File: src/sas_defines.svh
// Purpose: Register offsets, fields, reset values and timing counts of the converter sequencer
// Assumes: One byte-wide register port on the processor bus, system clock in states
// Notes:   Counts are in states (system clock cycles)
`ifndef SAS_DEFINES_SVH
`define SAS_DEFINES_SVH

`define SAS_ADDR_RESULT_A   16'hFFE0
`define SAS_ADDR_RESULT_B   16'hFFE2
`define SAS_ADDR_RESULT_C   16'hFFE4
`define SAS_ADDR_RESULT_D   16'hFFE6
`define SAS_ADDR_CTRL_STAT  16'hFFE8
`define SAS_ADDR_TRIG_CTRL  16'hFFEA

`define SAS_BIT_DONE        7
`define SAS_BIT_IRQ_EN      6
`define SAS_BIT_GO          5
`define SAS_BIT_SCAN        4
`define SAS_BIT_SPEED       3
`define SAS_BIT_GROUP       2
`define SAS_BIT_TRIG_EN     7

`define SAS_CTRL_RESET      8'h00
`define SAS_TRIG_RESET      8'h7E
`define SAS_TRIG_FIXED      8'h7E

`define SAS_SAMPLE_SLOW     63
`define SAS_SAMPLE_FAST     31
`define SAS_SYNC_PERIOD_SLOW 16
`define SAS_SYNC_PERIOD_FAST 8
`define SAS_SYNC_BASE_SLOW  18
`define SAS_SYNC_BASE_FAST  10
`define SAS_STEPS           8
`define SAS_TOTAL_SLOW_MIN  227
`define SAS_TOTAL_FAST_MIN  115
`define SAS_SCAN_EXTRA_SLOW 32
`define SAS_SCAN_EXTRA_FAST 16
`define SAS_SCAN_NEXT_SLOW  256
`define SAS_SCAN_NEXT_FAST  128

`endif

File: src/sas_pkg.sv
// Purpose: Types shared by the converter sequencer files
// Assumes: Nothing beyond the defines header
// Notes:   States carry no explicit codes
package sas_pkg;
   typedef enum logic [2:0] {SAS_IDLE, SAS_SYNC, SAS_SAMPLE, SAS_STEP, SAS_TAIL} sas_state_t;

   typedef struct packed {
      logic        done_flag;
      logic        irq_enable;
      logic        go;
      logic        scan;
      logic        speed;
      logic [2:0]  chan;
   } sas_ctrl_t;

   typedef struct packed {
      logic        wr;
      logic [1:0]  idx;
      logic [7:0]  data;
   } sas_result_wr_t;
endpackage

File: src/sas_result_mem.sv
// Purpose: Four result registers shared by the two input groups
// Assumes: One write and one read port
// Notes:   Read data is registered, so reads return one cycle after the address
module sas_result_mem #(
   parameter int WIDTH = 8,
   parameter int DEPTH = 4
) (
   // Clock and reset
   input  wire logic                      clk,
   input  wire logic                      rst,
   // Write side
   input  wire logic                      wr,
   input  wire logic [$clog2(DEPTH)-1:0]  wr_idx,
   input  wire logic [WIDTH-1:0]          wr_data,
   // Read side
   input  wire logic [$clog2(DEPTH)-1:0]  rd_idx,
   output logic      [WIDTH-1:0]          rd_data
);
   logic [WIDTH-1:0] mem [DEPTH];

   always_ff @(posedge clk) begin
      if (rst) begin
         for (int i = 0; i < DEPTH; i++) mem[i] <= '0;
         rd_data <= '0;
      end else begin
         if (wr) mem[wr_idx] <= wr_data;
         rd_data <= mem[rd_idx];
      end
   end
endmodule

File: src/sas_sequencer.sv
// Purpose: Control and sequencing of an 8-bit successive-approximation converter
// Assumes: Byte register port with one-cycle registered read data; comparator is outside
// Notes:   Only the digital sequencing is here; analog sampling is signalled by sample_active
//
// Summary of operation
// - Eight approximation steps resolve each sample into a code 00 to FF.
// - Single mode converts the selected channel once whenever go becomes one.
// - Go reads one during single conversion and hardware clears it at the end.
// - Single completion sets the done flag; interrupt raised when also enabled.
// - Done flag clears only by reset, standby, or reading it set, then writing zero there.
// - One write may change mode and channel and start with new settings.
// - Single end stores result per channel, sets done, clears go, stops.
// - Scan start begins at input 0 or input 4 according to group bit.
// - Scan moves to the next channel right after the previous one ends.
// - Scan repeats over the selected channels while go stays one.
// - After each full scan pass, set done, interrupt if enabled, restart.
// - Setting go again after it was cleared restarts scan from the first group channel.
// - After go, sync delay then sample 63 slow or 31 fast states.
// - Sync delay spans 18 to 33 slow or 10 to 17 fast states.
// - Single conversion lasts 227 to 242 slow or 115 to 122 fast states.
// - First scan conversion lasts 259 to 274 slow or 131 to 138 fast.
// - Later scan conversions last exactly 256 slow or 128 fast states.
// - With trigger enabled, falling edge on the start pin sets go.
// - Four result registers, each shared by inputs 0/4, 1/5, 2/6, 3/7.
// - Top select bit picks group; low bits pick one input or scan range.
// - Go is also cleared by reset or standby, stopping any scan.
`include "sas_defines.svh"
module sas_sequencer (
   // Clock and reset
   input  wire logic                  clk,
   input  wire logic                  rst,
   // Register port
   input  wire logic [15:0]           reg_addr,
   input  wire logic                  reg_rd,
   input  wire logic                  reg_wr,
   input  wire logic [7:0]            reg_wdata,
   output logic      [7:0]            reg_rdata,
   // System
   input  wire logic                  standby,
   input  wire logic                  external_start_pin,
   // Analog front end
   input  wire logic                  comparator_high,
   output logic                       sample_active,
   output logic      [2:0]            analog_channel,
   output logic      [7:0]            trial_code,
   // Interrupt
   output logic                       done_irq_request
);
   import sas_pkg::*;

   sas_ctrl_t       ctrl;
   logic            external_start_enable;
   sas_state_t      state;
   logic [8:0]      cnt;
   logic [3:0]      phase;
   logic [2:0]      step;
   logic [7:0]      sar;
   logic [1:0]      chan_pos;
   logic            first_conv;
   logic            done_armed;
   logic            pin_prev;
   logic [7:0]      mem_rdata;
   logic [1:0]      rd_idx;
   logic            rd_ctrl;
   logic            rd_trig;
   logic            rd_mem;

   // Trigger edge and start conditions
   wire trig_edge   = pin_prev & ~external_start_pin;
   wire trig_set    = external_start_enable & trig_edge;
   wire wr_ctrl     = reg_wr & (reg_addr == `SAS_ADDR_CTRL_STAT);
   wire wr_trig     = reg_wr & (reg_addr == `SAS_ADDR_TRIG_CTRL);
   wire sw_go       = wr_ctrl & reg_wdata[`SAS_BIT_GO];
   wire sw_stop     = wr_ctrl & ~reg_wdata[`SAS_BIT_GO];
   wire go_rise     = (sw_go | trig_set) & ~ctrl.go;
   wire slow        = ~ctrl.speed;
   // Phase counter divides clock so that the sync delay varies with alignment
   wire [3:0] phase_max = slow ? 4'hF : 4'h7;
   wire [8:0] sync_len  = slow ? 9'(`SAS_SYNC_BASE_SLOW) : 9'(`SAS_SYNC_BASE_FAST);
   wire [8:0] samp_len  = slow ? 9'(`SAS_SAMPLE_SLOW) : 9'(`SAS_SAMPLE_FAST);
   wire [8:0] single_tail = slow ? 9'(`SAS_TOTAL_SLOW_MIN - `SAS_SYNC_BASE_SLOW - `SAS_SAMPLE_SLOW
                                      - `SAS_STEPS * `SAS_SYNC_PERIOD_SLOW)
                                 : 9'(`SAS_TOTAL_FAST_MIN - `SAS_SYNC_BASE_FAST - `SAS_SAMPLE_FAST
                                      - `SAS_STEPS * `SAS_SYNC_PERIOD_FAST);
   wire [8:0] scan_extra = slow ? 9'(`SAS_SCAN_EXTRA_SLOW) : 9'(`SAS_SCAN_EXTRA_FAST);
   wire [8:0] step_len  = slow ? 9'(`SAS_SYNC_PERIOD_SLOW) : 9'(`SAS_SYNC_PERIOD_FAST);
   // Later scan conversions: sample plus steps plus tail equals the fixed period
   wire [8:0] next_tail = (slow ? 9'(`SAS_SCAN_NEXT_SLOW) : 9'(`SAS_SCAN_NEXT_FAST))
                          - samp_len - 9'(`SAS_STEPS) * step_len;
   wire [8:0] tail_len  = ~ctrl.scan ? single_tail
                        : first_conv ? single_tail + scan_extra : next_tail;
   wire [1:0] last_pos  = ctrl.chan[1:0];
   wire       conv_end  = (state == SAS_TAIL) && (cnt == tail_len - 9'h001);
   wire [7:0] final_code = sar;
   wire       pass_end  = conv_end & (~ctrl.scan | (chan_pos == last_pos));
   wire       go_abort  = sw_stop | standby;
   wire [1:0] cur_pos   = ctrl.scan ? chan_pos : ctrl.chan[1:0];
   wire       clear_done = wr_ctrl & done_armed & ~reg_wdata[`SAS_BIT_DONE];

   // Go bit, control fields and done flag
   always_ff @(posedge clk) begin
      if (rst) begin
         ctrl <= sas_ctrl_t'(`SAS_CTRL_RESET);
         external_start_enable <= 1'b0;
         done_armed <= 1'b0;
      end else if (standby) begin
         ctrl <= sas_ctrl_t'(`SAS_CTRL_RESET);
         external_start_enable <= 1'b0;
         done_armed <= 1'b0;
      end else begin
         if (wr_ctrl) begin
            ctrl.irq_enable <= reg_wdata[`SAS_BIT_IRQ_EN];
            ctrl.scan <= reg_wdata[`SAS_BIT_SCAN];
            ctrl.speed <= reg_wdata[`SAS_BIT_SPEED];
            ctrl.chan <= reg_wdata[2:0];
         end
         if (wr_trig) external_start_enable <= reg_wdata[`SAS_BIT_TRIG_EN];
         // A stop write wins over a trigger edge, matching the sequencer's abort path
         if (sw_stop) ctrl.go <= 1'b0;
         else if (go_rise) ctrl.go <= 1'b1;
         else if (conv_end & ~ctrl.scan) ctrl.go <= 1'b0;
         // A completion in the same cycle as a clear keeps the flag set
         if (pass_end) ctrl.done_flag <= 1'b1;
         else if (clear_done) ctrl.done_flag <= 1'b0;
         if (reg_rd & rd_ctrl & ctrl.done_flag) done_armed <= 1'b1;
         else if (clear_done) done_armed <= 1'b0;
      end
   end

   // Conversion sequence
   always_ff @(posedge clk) begin
      if (rst) begin
         state <= SAS_IDLE;
         cnt <= 9'h000;
         phase <= 4'h0;
         step <= 3'h0;
         sar <= 8'h00;
         chan_pos <= 2'h0;
         first_conv <= 1'b0;
         pin_prev <= 1'b1;
      end else begin
         pin_prev <= external_start_pin;
         phase <= (phase >= phase_max) ? 4'h0 : phase + 4'h1;
         cnt <= cnt + 9'h001;
         if (go_abort | go_rise) begin
            state <= go_rise & ~go_abort ? SAS_SYNC : SAS_IDLE;
            chan_pos <= 2'h0;
            first_conv <= 1'b1;
            cnt <= 9'h000;
         end else begin
            unique case (state)
               SAS_IDLE: cnt <= 9'h000;
               SAS_SYNC:
                  if (cnt >= sync_len - 9'h001 && phase == 4'h0) begin
                     state <= SAS_SAMPLE;
                     cnt <= 9'h000;
                  end
               SAS_SAMPLE:
                  if (cnt == samp_len - 9'h001) begin
                     state <= SAS_STEP;
                     cnt <= 9'h000;
                     step <= 3'h7;
                     sar <= 8'h80;
                  end
               SAS_STEP:
                  if (cnt == step_len - 9'h001) begin
                     cnt <= 9'h000;
                     // Keep the trial bit when input is above the trial level
                     sar[step] <= comparator_high;
                     if (step == 3'h0) state <= SAS_TAIL;
                     else begin
                        sar[step - 3'h1] <= 1'b1;
                        step <= step - 3'h1;
                     end
                  end
               SAS_TAIL:
                  if (conv_end) begin
                     cnt <= 9'h000;
                     first_conv <= 1'b0;
                     if (~ctrl.scan) state <= SAS_IDLE;
                     else begin
                        state <= SAS_SAMPLE;
                        chan_pos <= (chan_pos == last_pos) ? 2'h0 : chan_pos + 2'h1;
                     end
                  end
            endcase
         end
      end
   end

   // Result storage and reads
   assign rd_ctrl = reg_addr == `SAS_ADDR_CTRL_STAT;
   assign rd_trig = reg_addr == `SAS_ADDR_TRIG_CTRL;
   assign rd_mem  = reg_addr[15:3] == 13'(`SAS_ADDR_RESULT_A >> 3) && ~reg_addr[0];
   assign rd_idx  = reg_addr[2:1];
   logic [1:0] rsel;
   logic [7:0] status_q;

   sas_result_mem #(.WIDTH(8), .DEPTH(4)) u_mem (
      .clk     (clk),
      .rst     (rst | standby),
      .wr      (conv_end),
      .wr_idx  (cur_pos),
      .wr_data (final_code),
      .rd_idx  (rd_idx),
      .rd_data (mem_rdata)
   );

   always_ff @(posedge clk) begin
      if (rst) begin
         rsel <= 2'h0;
         status_q <= 8'h00;
      end else begin
         rsel <= rd_ctrl ? 2'h1 : rd_trig ? 2'h2 : rd_mem ? 2'h3 : 2'h0;
         status_q <= rd_ctrl ? 8'(ctrl)
                   : {external_start_enable, 7'(`SAS_TRIG_FIXED)};
      end
   end

   assign reg_rdata = (rsel == 2'h3) ? mem_rdata : (rsel == 2'h0) ? 8'h00 : status_q;
   assign done_irq_request = ctrl.done_flag & ctrl.irq_enable;
   assign sample_active  = state == SAS_SAMPLE;
   assign analog_channel = {ctrl.chan[2], cur_pos};
   assign trial_code     = sar;
endmodule

File: config.mk
export PLATFORM = sky130hd
export DESIGN_NAME = sas_sequencer
export DESIGN_NICKNAME = d
export VERILOG_FILES = /design/src/sas_pkg.sv /design/src/sas_result_mem.sv /design/src/sas_sequencer.sv
export VERILOG_INCLUDE_DIRS = /design/src
export SDC_FILE = /design/constraint.sdc
export NUM_CORES = 1
export LEC_CHECK = 0
export BUFFER_PORTS_ARGS = -buffer_cell sky130_fd_sc_hd__buf_4
export CORE_ASPECT_RATIO = 0.5
export CORE_MARGIN = 2
export CORE_UTILIZATION = 45
export CTS_CLUSTER_DIAMETER = 150
export CTS_CLUSTER_SIZE = 12
export DETAILED_ROUTE_END_ITERATION = 10
export PLACE_DENSITY_LB_ADDON = 0.2
export RECOVER_POWER = 100
export SLEW_MARGIN = 30
export SYNTH_ARGS = -nofsm -noshare
export SYNTH_HDL_FRONTEND = slang
export SYNTH_SLANG_ARGS = --single-unit
File: constraint.sdc
create_clock -name clk -period 4.6 [get_ports clk]
set_clock_uncertainty 0.15 [all_clocks]
set_input_delay 0.46 -clock clk [delete_from_list [all_inputs] [get_ports clk]]
set_output_delay 0.46 -clock clk [all_outputs]
set_load 0.03 [all_outputs]
---- Yosys cells after proc, flatten, opt, wreduce, memory -nomap -nowiden ----
Memory sizes are Yosys's and may differ from the RTL's. A register that Yosys moved wholly into a read port is not among the register bits.
Index checks and enable logic that the tools add are counted.
operators by class
  add/subtract/negate cells ............... 11
  $lt $le $gt $ge ......................... 6
  equality and inequality tests ........... 20
  mux-type cells .......................... 59
  bitwise operators ....................... 30
  reductions and logical operators ........ 28
operators by type and width
  operator                                           count
  2-to-1 mux 9 bit                                   7
  2-to-1 mux 8 bit                                   7
  one-hot mux 9 bit (5 select lines)                 1
  equality test 16 bit (second input constant)       2
  equality test 9 bit                                3
  2-to-1 mux 3 bit                                   9
  2-to-1 mux 1 bit                                   18
  one-hot mux 8 bit (2 select lines)                 1
  bitwise AND 1 bit                                  15
  equality test 13 bit (second input constant)       1
  2-to-1 mux 2 bit                                   6
  2-to-1 mux 6 bit                                   2
  one-hot mux 3 bit (4 select lines)                 1
  nonzero test 2 bit                                 6
  subtractor 5 x 1 -> 6 bit (second input constant)  2
  2-to-1 mux 5 bit                                   2
  OR reduction 2 bit                                 5
  adder 9 x 1 -> 9 bit (second input constant)       1
  >= comparator 9 bit                                1
  != test 3 bit (second input constant)              3
  NOT 1 bit                                          9
  subtractor 9 x 1 -> 9 bit (second input constant)  1
  subtractor 9 x 6 -> 9 bit                          1
  subtractor 9 x 8 -> 9 bit                          1
  other kinds (35)                                   49
word-level totals
  flip-flop bits (word level) ............. 51
  RAM bits ................................ 32
  bits of input ports ..................... 31
  output and inout bits ................... 21
  word-level logic and storage cells ...... 175
  memories ................................ 1
memory list
  memory     words  bits a word  read ports  clocked after memory_dff  wr ports  line                  text
  u_mem.mem  4      8            1           1                         4         sas_result_mem.sv:19  logic [WIDTH-1:0] mem [DEPTH];

---- Logic depth before layout (Yosys ltp) ----
Gate-level depths: netlist of the first run.
  depth in word-level cells ............... 13
  gate-level depth with buffers ........... 11

---- By module ----
From an unflattened synthesis of the first run, not the netlist that was laid out.
second synthesis, totals
  cells, all modules ...................... 486
  area total of the unflattened synthesis .. 4873.4 um^2
modules (own cells, without submodules)
  module          instances  cells an instance  area an instance (um^2)
  sas_sequencer   1          374                3201.8
  sas_result_mem  1          112                1671.6

---- Worst setup path before layout of the first run ----
OpenSTA, ideal clock, no wires.
  path type ............................... reg2reg
  start ................................... register ctrl[4] (netlist bit)
  end ..................................... memory u_mem.mem[1][0], enable pin
  arrival time ............................ 2.707 ns
  setup slack ............................. 1.359 ns
  cell stages (with the launch flop) ...... 11
  path buffers ............................ 2
  period minus slack after synthesis ...... 3.241 ns
  cells stage by stage .................... dfxtp_1 > buf_4 > nand2b_1 > inv_1 > ha_1 > or2_2 > a21oi_1 > a32oi_1 > or4b_4 > buf_6 > o21ai_0
RTL lines
  element                 line                  text
  from (decl)             sas_sequencer.sv:51   sas_ctrl_t ctrl;
  from (signal assigned)  sas_sequencer.sv:103  ctrl <= sas_ctrl_t'(`SAS_CTRL_RESET);
  from (signal assigned)  sas_sequencer.sv:107  ctrl <= sas_ctrl_t'(`SAS_CTRL_RESET);
  to (decl)               sas_result_mem.sv:19

==> results of run 1 <==
power by group through the flow:
stage	Sequential [mW]	Combinational [mW]	Clock (mW)
after floorplan	0.881	0.0640	0
after global placement	0.886	0.100	0
after detailed placement	0.886	0.101	0
after CTS	0.868	0.102	0.759
after global routing	0.870	0.108	0.798
final	0.868	0.0973	0.741
flip-flops by register name, summed over array words and instances (netlist names), 2 cells and up:
name / cells
chan_pos: 2
cnt: 9
ctrl: 7
phase: 4
rsel: 2
state: 3
status_q: 8
step: 3
trial_code: 8
u_mem.mem: 32
u_mem.rd_data: 8
layout make-up:
class | instances | share of cell area [%]
Clock buffer | 10 | 4.632
Inverter | 22 | 1.528
Tap cell | 140 | 3.242
Timing Repair Buffer | 54 | 5.906
Sequential cell | 91 | 39.65
Multi-Input combinational cell | 339 | 44.05
Clock inverter | 6 | 0.9958
logic make-up after synthesis:
family,synth area share (%)
flip-flops,44.13
AND/OR/NAND/NOR,20.60
AO/OA/AOI/OAI,15.65
multiplexers,7.064
adder cells (fa/ha/maj),3.351
buffers and inverters,5.955
XOR/XNOR,3.248
cell usage in the layout (no fill, tap or decap), types with 10 or more instances in the layout:
master,netlist,routed
sky130_fd_sc_hd__a211oi_1,9,10
sky130_fd_sc_hd__a21oi_1,35,36
sky130_fd_sc_hd__and2_0,0,31
sky130_fd_sc_hd__and2_1,41,10
sky130_fd_sc_hd__buf_4,4,30
sky130_fd_sc_hd__clkbuf_1,14,23
sky130_fd_sc_hd__clkbuf_16,0,10
sky130_fd_sc_hd__dfxtp_1,59,59
sky130_fd_sc_hd__edfxtp_1,32,32
sky130_fd_sc_hd__ha_1,13,13
sky130_fd_sc_hd__inv_1,22,22
sky130_fd_sc_hd__nand2_1,43,43
sky130_fd_sc_hd__nand3_1,17,17
sky130_fd_sc_hd__nor2_1,28,28
sky130_fd_sc_hd__o21ai_0,21,21
sky130_fd_sc_hd__xnor2_1,11,11
cells in the mapped netlist (3+ instances only):
master                     number  area, sq um
sky130_fd_sc_hd__a21oi_1       35        175.2
sky130_fd_sc_hd__nor2_1        28        105.1
sky130_fd_sc_hd__xnor2_1       11        96.34
sky130_fd_sc_hd__mux4_2         8        180.2
sky130_fd_sc_hd__dfxtp_1       59         1181
sky130_fd_sc_hd__nand2b_1       9        56.30
sky130_fd_sc_hd__a211oi_2       3        37.54
sky130_fd_sc_hd__xor2_1         7        61.31
sky130_fd_sc_hd__a22o_1         8        70.07
sky130_fd_sc_hd__ha_1          13        162.7
sky130_fd_sc_hd__o21ai_0       21        105.1
sky130_fd_sc_hd__nand2_1       43        161.4
sky130_fd_sc_hd__or2_2          4        25.02
sky130_fd_sc_hd__nor3_1         7        35.03
sky130_fd_sc_hd__buf_6          4        45.04
sky130_fd_sc_hd__and2_1        41        256.5
sky130_fd_sc_hd__mux2_2        10        112.6
sky130_fd_sc_hd__edfxtp_1      32        960.9
sky130_fd_sc_hd__inv_1         22        82.58
sky130_fd_sc_hd__nand4_1        4        25.02
sky130_fd_sc_hd__nor3b_1        3        22.52
sky130_fd_sc_hd__nand3_1       17        85.08
sky130_fd_sc_hd__buf_4          4        30.03
sky130_fd_sc_hd__a211oi_1       9        67.56
sky130_fd_sc_hd__mux2i_1        5        50.05
sky130_fd_sc_hd__clkbuf_1      14        52.55
worst max path at each step:
stage,start,endpoint,slack [ps],cells past startpoint
6_report,ctrl[4]$_SDFFE_PP0N_,u_mem.mem[0][6]$_SDFFCE_PN0P_,720,8
3_5_place_dp,ctrl[4]$_SDFFE_PP0N_,u_mem.mem[0][1]$_SDFFCE_PN0P_,900,8
5_1_grt,ctrl[4]$_SDFFE_PP0N_,u_mem.mem[2][7]$_SDFFCE_PN0P_,450,8
2_1_floorplan,ctrl[4]$_SDFFE_PP0N_,u_mem.mem[1][0]$_SDFFCE_PN0P_,1360,10
3_3_place_gp,ctrl[4]$_SDFFE_PP0N_,u_mem.mem[0][1]$_SDFFCE_PN0P_,1060,8
4_1_cts,ctrl[4]$_SDFFE_PP0N_,u_mem.mem[0][6]$_SDFFCE_PN0P_,860,8
metrics by stage:
step                util [%]  std cells
floorplan                  -        480
global placement       50.53        646
detailed placement     50.53        646
CTS                    53.47        662
global route           52.23        662
finish                 52.23        662
critical path: cells and delay by family, from the launching register on:
kind	cells	cell delay, ps
and+or+nand+nor	4	1830
DFF	1	680
AOI/OAI and AO/OA	2	420
adders and majority gates	1	330
xor gates and xnor gates	1	130
metal layers:
layer | up-vias | wire, um | track usage (%)
met5 | - | 0 | 0
met4 | 0 | 83 | 3.925
met3 | 4 | 470 | 5.882
met2 | 66 | 4560 | 28.32
met1 | 1709 | 5459 | 28.49
li1 | 1792 | - | -
==> flow_metrics.env, run 1 <==
export IMPL_yosysUniqueCellTypes=69
export IMPL_clk_root_buffer_cell="sky130_fd_sc_hd__clkbuf_16"
export IMPL_cts_inserted_buffers=9
export IMPL_r2r_end="u_mem.mem[0][6]$_SDFFCE_PN0P_"
export IMPL_grt_pass1_wl_um=17470
export IMPL_final_layout_size_suffix_gt1_share_pct=15.52
export IMPL_critical_path_max_stage_delay_ps=790
export IMPL_power_share_sequential_pct=50.9
export IMPL_min_delay_path_depth=2
export IMPL_post_synth_cell_area_avg_sq_um=10.11
export IMPL_post_cts_setup_buffers=0
export IMPL_hold_path_startpoint="external_start_pin"
export IMPL_hold_path_class="in -> reg"
export IMPL_preCtsSetupSlack_ps=903.3
export IMPL_max_freq_mhz=257.8
export IMPL_start_util_pct=46.92
export IMPL_die_height_um=77.44
export IMPL_detail_route_iter0_violations=310
export IMPL_fp_dieW_um=150.9
export IMPL_clkPwrFrac_pct=43.4
export IMPL_crit_chain="nand2b_1 > ha_1 > xnor2_1 > a211oi_1 > o211ai_1 > or4b_1 > nor4_4 > nand2b_1"
export IMPL_grt_setup_unrepaired="no"
export IMPL_dp_final_hpwl_um=7653
export IMPL_final_min_period_over_clock_period_pct=84.33
export IMPL_routabilityCongestion=0.8458
export IMPL_detail_route_vias_per_cell=5.394
export IMPL_maxSlewViolCount=0
export IMPL_placedInstanceArea_sq_um=5228
export IMPL_num_rows=26
export IMPL_outcome="completed"
export IMPL_clkTransAtPathRegs_ps=70
export IMPL_detail_route_first_pass_iterations=4
export IMPL_clock_sink_count=91
export IMPL_path_class="reg -> reg"
export IMPL_nNetsFinal=561
export IMPL_share_of_total_power_in_combinational_logic_pct=5.7
export IMPL_synth_async_sr_flop_share_pct=0
export IMPL_via_count=3571
export IMPL_core_sq_um=10340
export IMPL_cts_max_level=3
export IMPL_drt_total_wl_um=10570
export IMPL_ys_seq_area_share_pct=44.14
export IMPL_fill_cells=962
export IMPL_worst_path_max_delay_cell="sky130_fd_sc_hd__or4b_1"
export IMPL_buffer_ports_inserted=51
export IMPL_grt_start_max_net_pins=27
export IMPL_regArea_sq_um=2142
export IMPL_post_cts_resize_count=0
export IMPL_sw_frac_of_total_pct=23.22
export IMPL_final_routed_wire_length_divided_by_cell_count_um=15.97
export IMPL_hold_worst_slack_ps=165.0
export IMPL_r2r_worst_path_cells=8
export IMPL_ir_worst_vdd_v=0.0001637
export IMPL_worst_setup_path_end_kind="flip-flop"
export IMPL_num_antenna_cells=0
export IMPL_timing_critical_path_required_ps=4460
export IMPL_finalWorstSetupSlack_ps=720.8
export IMPL_yosys_warnings=0
export IMPL_dieArea_sq_um=11680
export IMPL_worst_skew_pair_late_latency_ps=340
export IMPL_total_nets_after_synthesis=524
export IMPL_power_internal_mw=1.310
export IMPL_syn_cell_area_sq_um=4853
export IMPL_regToRegSetupSlack_ps=720
export IMPL_min_to="pin_prev$_SDFF_PP1_"
export IMPL_synth_seq_cells=91
export IMPL_power_leakage_nw=1.887
export IMPL_worst_ep_arrival_time_ps=3740
export IMPL_startpoint_type="flip-flop"
export IMPL_finalWorstPathRequiredPeriod_ps=3879
export IMPL_antenna_found_initial=0
export IMPL_synthCells=480
export IMPL_boundaryPins=52
export IMPL_final_setup_tns_ps=0
export IMPL_report_power_total_mw=1.706
export IMPL_syn2layout_area_growth_pct=11.32
export IMPL_final_antenna_net_count=0
export IMPL_p_sw_mw=0.3961
export IMPL_first_global_vias=3367
export IMPL_rr_startpoint="ctrl[4]$_SDFFE_PP0N_"
export IMPL_critical_path_max_fanout=17
export IMPL_final_hold_viol_count=0
export IMPL_post_route_drc_count=0
export IMPL_postLayoutCellArea_sq_um=5403
export IMPL_globalRouteOverflowTotal=0
export IMPL_multi_input_comb_area_sq_um=2380
export IMPL_cts_tree="yes"
export IMPL_ctsLongestPathBuffers=2
export IMPL_max_cap_viol_count=0
export IMPL_post_cts_hold_buffer_count=0
export IMPL_max_slew_worst_pin_slew_ps=1357
export IMPL_final_setup_viol_count=0
export IMPL_power_density_nw_per_um2=315.7
export IMPL_postSynth_topFlopCell="sky130_fd_sc_hd__dfxtp_1"
export IMPL_relSlewSlack_pct=9.543
export IMPL_gr_usage_all_layers_pct=19.43
export IMPL_synth_enable_flop_cells=32
export IMPL_critical_path_top_cell_by_count="sky130_fd_sc_hd__nand2b_1"
Power figures use the tool's default switching activity.
==> run 2, diff against run 1 <==
Settings changed: ABC_AREA set to 1.
Clock period 4.6 ns to 4 ns, I/O delays scaled along.
==> flow_metrics.env, run 2 <==
export IMPL_outcome="completed"
export IMPL_ctsLongestPathBuffers=2
export IMPL_boundaryPins=52
export IMPL_crit_chain="inv_1 > nor2_1 > ha_1 > nand2_1 > nor2_1 > nand2_1 > nand2_1 > nand2_1 > nor2_1 > nand3_2 > inv_2 > nand2_4 > nor2_1 > nand3_2 > nand2_1"
export IMPL_placed_cells=806
export IMPL_final_hold_viol_count=0
export IMPL_postSynth_topFlopCell="sky130_fd_sc_hd__dfxtp_1"
export IMPL_synth_top_cell_area_share_pct=25.08
export IMPL_final_min_period_over_clock_period_pct=82.52
export IMPL_drt_total_wl_um=11500
export IMPL_syn2layout_area_growth_pct=14.56
export IMPL_post_cts_resize_count=0
export IMPL_synthCells=627
export IMPL_post_route_drc_count=0
export IMPL_max_freq_mhz=303.0
export IMPL_synth_seq_cells=91
export IMPL_routabilityCongestion=0.9082
export IMPL_globalRouteOverflowTotal=0
export IMPL_gr_usage_all_layers_pct=21.39
export IMPL_critical_path_max_stage_delay_ps=590
export IMPL_finish_utilization_pct=52.99
export IMPL_die_height_um=76.34
export IMPL_preCtsSetupSlack_ps=1011
export IMPL_layout_commonest_cell="sky130_fd_sc_hd__nand2_1"
export IMPL_synth_most_common_cell="sky130_fd_sc_hd__nand2_1"
export IMPL_post_synth_cell_area_avg_sq_um=7.511
export IMPL_synth_enable_flop_cells=32
export IMPL_num_antenna_cells=0
export IMPL_worst_skew_pair_late_latency_ps=340
export IMPL_path_class="reg -> reg"
export IMPL_grt_setup_unrepaired="no"
export IMPL_cts_tree="yes"
export IMPL_power_leakage_nw=2.167
export IMPL_critical_path_top_cell_by_count="sky130_fd_sc_hd__nand2_1"
export IMPL_core_sq_um=10180
export IMPL_clk_root_buffer_cell="sky130_fd_sc_hd__clkbuf_16"
export IMPL_antenna_found_initial=0
export IMPL_hold_path_class="in -> reg"
export IMPL_buffer_ports_inserted=51
export IMPL_yosysUniqueCellTypes=37
export IMPL_grt_pass1_wl_um=19210
export IMPL_final_setup_viol_count=0
export IMPL_worst_ep_arrival_time_ps=3170
export IMPL_maxSlewViolCount=0
export IMPL_leading_registers_by_flop_count="u_mem.mem (32), cnt (9)"
export IMPL_synth_commonest_cells="sky130_fd_sc_hd__nand2_1 (116), sky130_fd_sc_hd__nor2_1 (95), sky130_fd_sc_hd__inv_1 (75)"
export IMPL_grt_start_max_net_pins=25
export IMPL_post_cts_setup_buffers=0
export IMPL_worst_path_max_delay_cell="sky130_fd_sc_hd__dfxtp_1"
export IMPL_critical_path_max_fanout=14
export IMPL_max_slew_worst_pin_slew_ps=1202
export IMPL_relSlewSlack_pct=19.88
export IMPL_cts_inserted_buffers=9
export IMPL_layout_cells_most_common_list="sky130_fd_sc_hd__nand2_1 (118), sky130_fd_sc_hd__nor2_1 (98), sky130_fd_sc_hd__inv_1 (77)"
export IMPL_synth_top_cell_by_area="sky130_fd_sc_hd__dfxtp_1"
export IMPL_final_antenna_net_count=0
export IMPL_startpoint_type="flip-flop"
export IMPL_first_global_vias=3993
export IMPL_detail_route_iter0_violations=267
export IMPL_dieArea_sq_um=11350
export IMPL_detail_route_first_pass_iterations=5
export IMPL_timing_critical_path_required_ps=3870
export IMPL_report_power_total_mw=1.988
export IMPL_fp_dieW_um=148.7
export IMPL_final_setup_tns_ps=0
export IMPL_ys_seq_area_share_pct=45.48
export IMPL_synthTopCellsByArea="sky130_fd_sc_hd__dfxtp_1 (25%), sky130_fd_sc_hd__edfxtp_1 (20%), sky130_fd_sc_hd__nand2_1 (9.2%)"
export IMPL_final_routed_wire_length_divided_by_cell_count_um=13.99
export IMPL_detail_route_vias_per_cell=5.122
export IMPL_worst_setup_path_end_kind="flip-flop"
export IMPL_dp_final_hpwl_um=8548
export IMPL_fill_cells=988
export IMPL_final_layout_size_suffix_gt1_share_pct=8.651
export IMPL_via_count=4210
export IMPL_finalWorstPathRequiredPeriod_ps=3301
export IMPL_post_cts_hold_buffer_count=0
export IMPL_total_nets_after_synthesis=671
export IMPL_nNetsFinal=721
export IMPL_top_reg_by_flops="u_mem.mem"
export IMPL_finalWorstSetupSlack_ps=699.2
export IMPL_syn_cell_area_sq_um=4710
export IMPL_yosys_warnings=0
export IMPL_largest_register_ffs=32
export IMPL_max_cap_viol_count=0
export IMPL_clkTransAtPathRegs_ps=60
export IMPL_num_rows=26
export IMPL_cts_max_level=3
export IMPL_fin_cells=822
export IMPL_ir_worst_vdd_v=0.0002429
export IMPL_start_util_pct=46.25
export IMPL_clock_sink_count=91
export IMPL_synth_async_sr_flop_share_pct=0
export IMPL_power_density_nw_per_um2=368.5
[run 2: cell types whose count changed in the layout (fill, tap and decap cells not counted), sizes merged, moves of 13 or more]
cell / delta
and2: -40
inv: +55
nand2: +77
nand3: +35
nor2: +72
nor3: +13
o21ai: +31
[run 2: final cells by class]
| class | instances | area [sq um] | area share (%) |
|---|---|---|---|
| Clock inverter | 6 | 72.57 | 1.345 |
| Clock buffer | 10 | 229.0 | 4.244 |
| Multi-Input combinational cell | 442 | 2162 | 40.07 |
| Sequential cell | 91 | 2142 | 39.70 |
| Timing Repair Buffer | 54 | 315.3 | 5.844 |
| Inverter | 79 | 299.0 | 5.543 |
| Tap cell | 140 | 175.2 | 3.247 |
[run 2: critical path, delay by kind of cell, from the launching register on]
kind / cells / cell delay (ps)
flip-flops: 1 / 590
adder cells (fa/ha/maj): 1 / 210
AND/OR/NAND/NOR: 12 / 1670
buffers and inverters: 2 / 350
[run 2: cells by family after synthesis]
group,count (synthesis),share of synthesized area [%]
buffers and inverters,94,8.024
DFF,91,45.48
xor gates and xnor gates,8,1.488
adders and majority gates,13,3.454
and+or+nand+nor,315,29.68
AOI/OAI and AO/OA,106,11.88
[run 2: layer usage]
layer / share of wire (%) / vias to the layer above / global-route usage, % / wire length, um
met1: 50 / 1933 / 30.71 / 5761
li1: - / 2167 / - / -
met5: 0 / - / 0 / 0
met4: 1.1 / 0 / 4.667 / 124
met3: 4.3 / 15 / 4.671 / 496
met2: 44 / 95 / 33.24 / 5115
[run 2: worst paths after layout]
path,start,to,slack [ps],cells after the start
worst max-delay path,ctrl[4]$_SDFFE_PP0N_,u_mem.mem[0][4]$_SDFFCE_PN0P_,700,15
worst min-delay path,external_start_pin,pin_prev$_SDFF_PP1_,120,3
worst max register to register,ctrl[4]$_SDFFE_PP0N_,u_mem.mem[0][4]$_SDFFCE_PN0P_,700,15
worst min register to register,phase[0]$_SDFF_PP0_,phase[0]$_SDFF_PP0_,310,1
[run 2: power by group]
group / switching, mW / internal [mW] / total, mW
registers: 0.0132 / 0.983 / 0.996
logic: 0.0856 / 0.0479 / 0.133
clock network: 0.366 / 0.492 / 0.859
[run 2: stage by stage]
step / hold WS, ps / instance area (sq um)
after floorplan: 280.0 / 4710
after global placement: 298.8 / 5211
after CTS: 103.3 / 5513
after global routing: 122.2 / 5395
after detailed placement: 308.1 / 5211
final: 115.4 / 5395
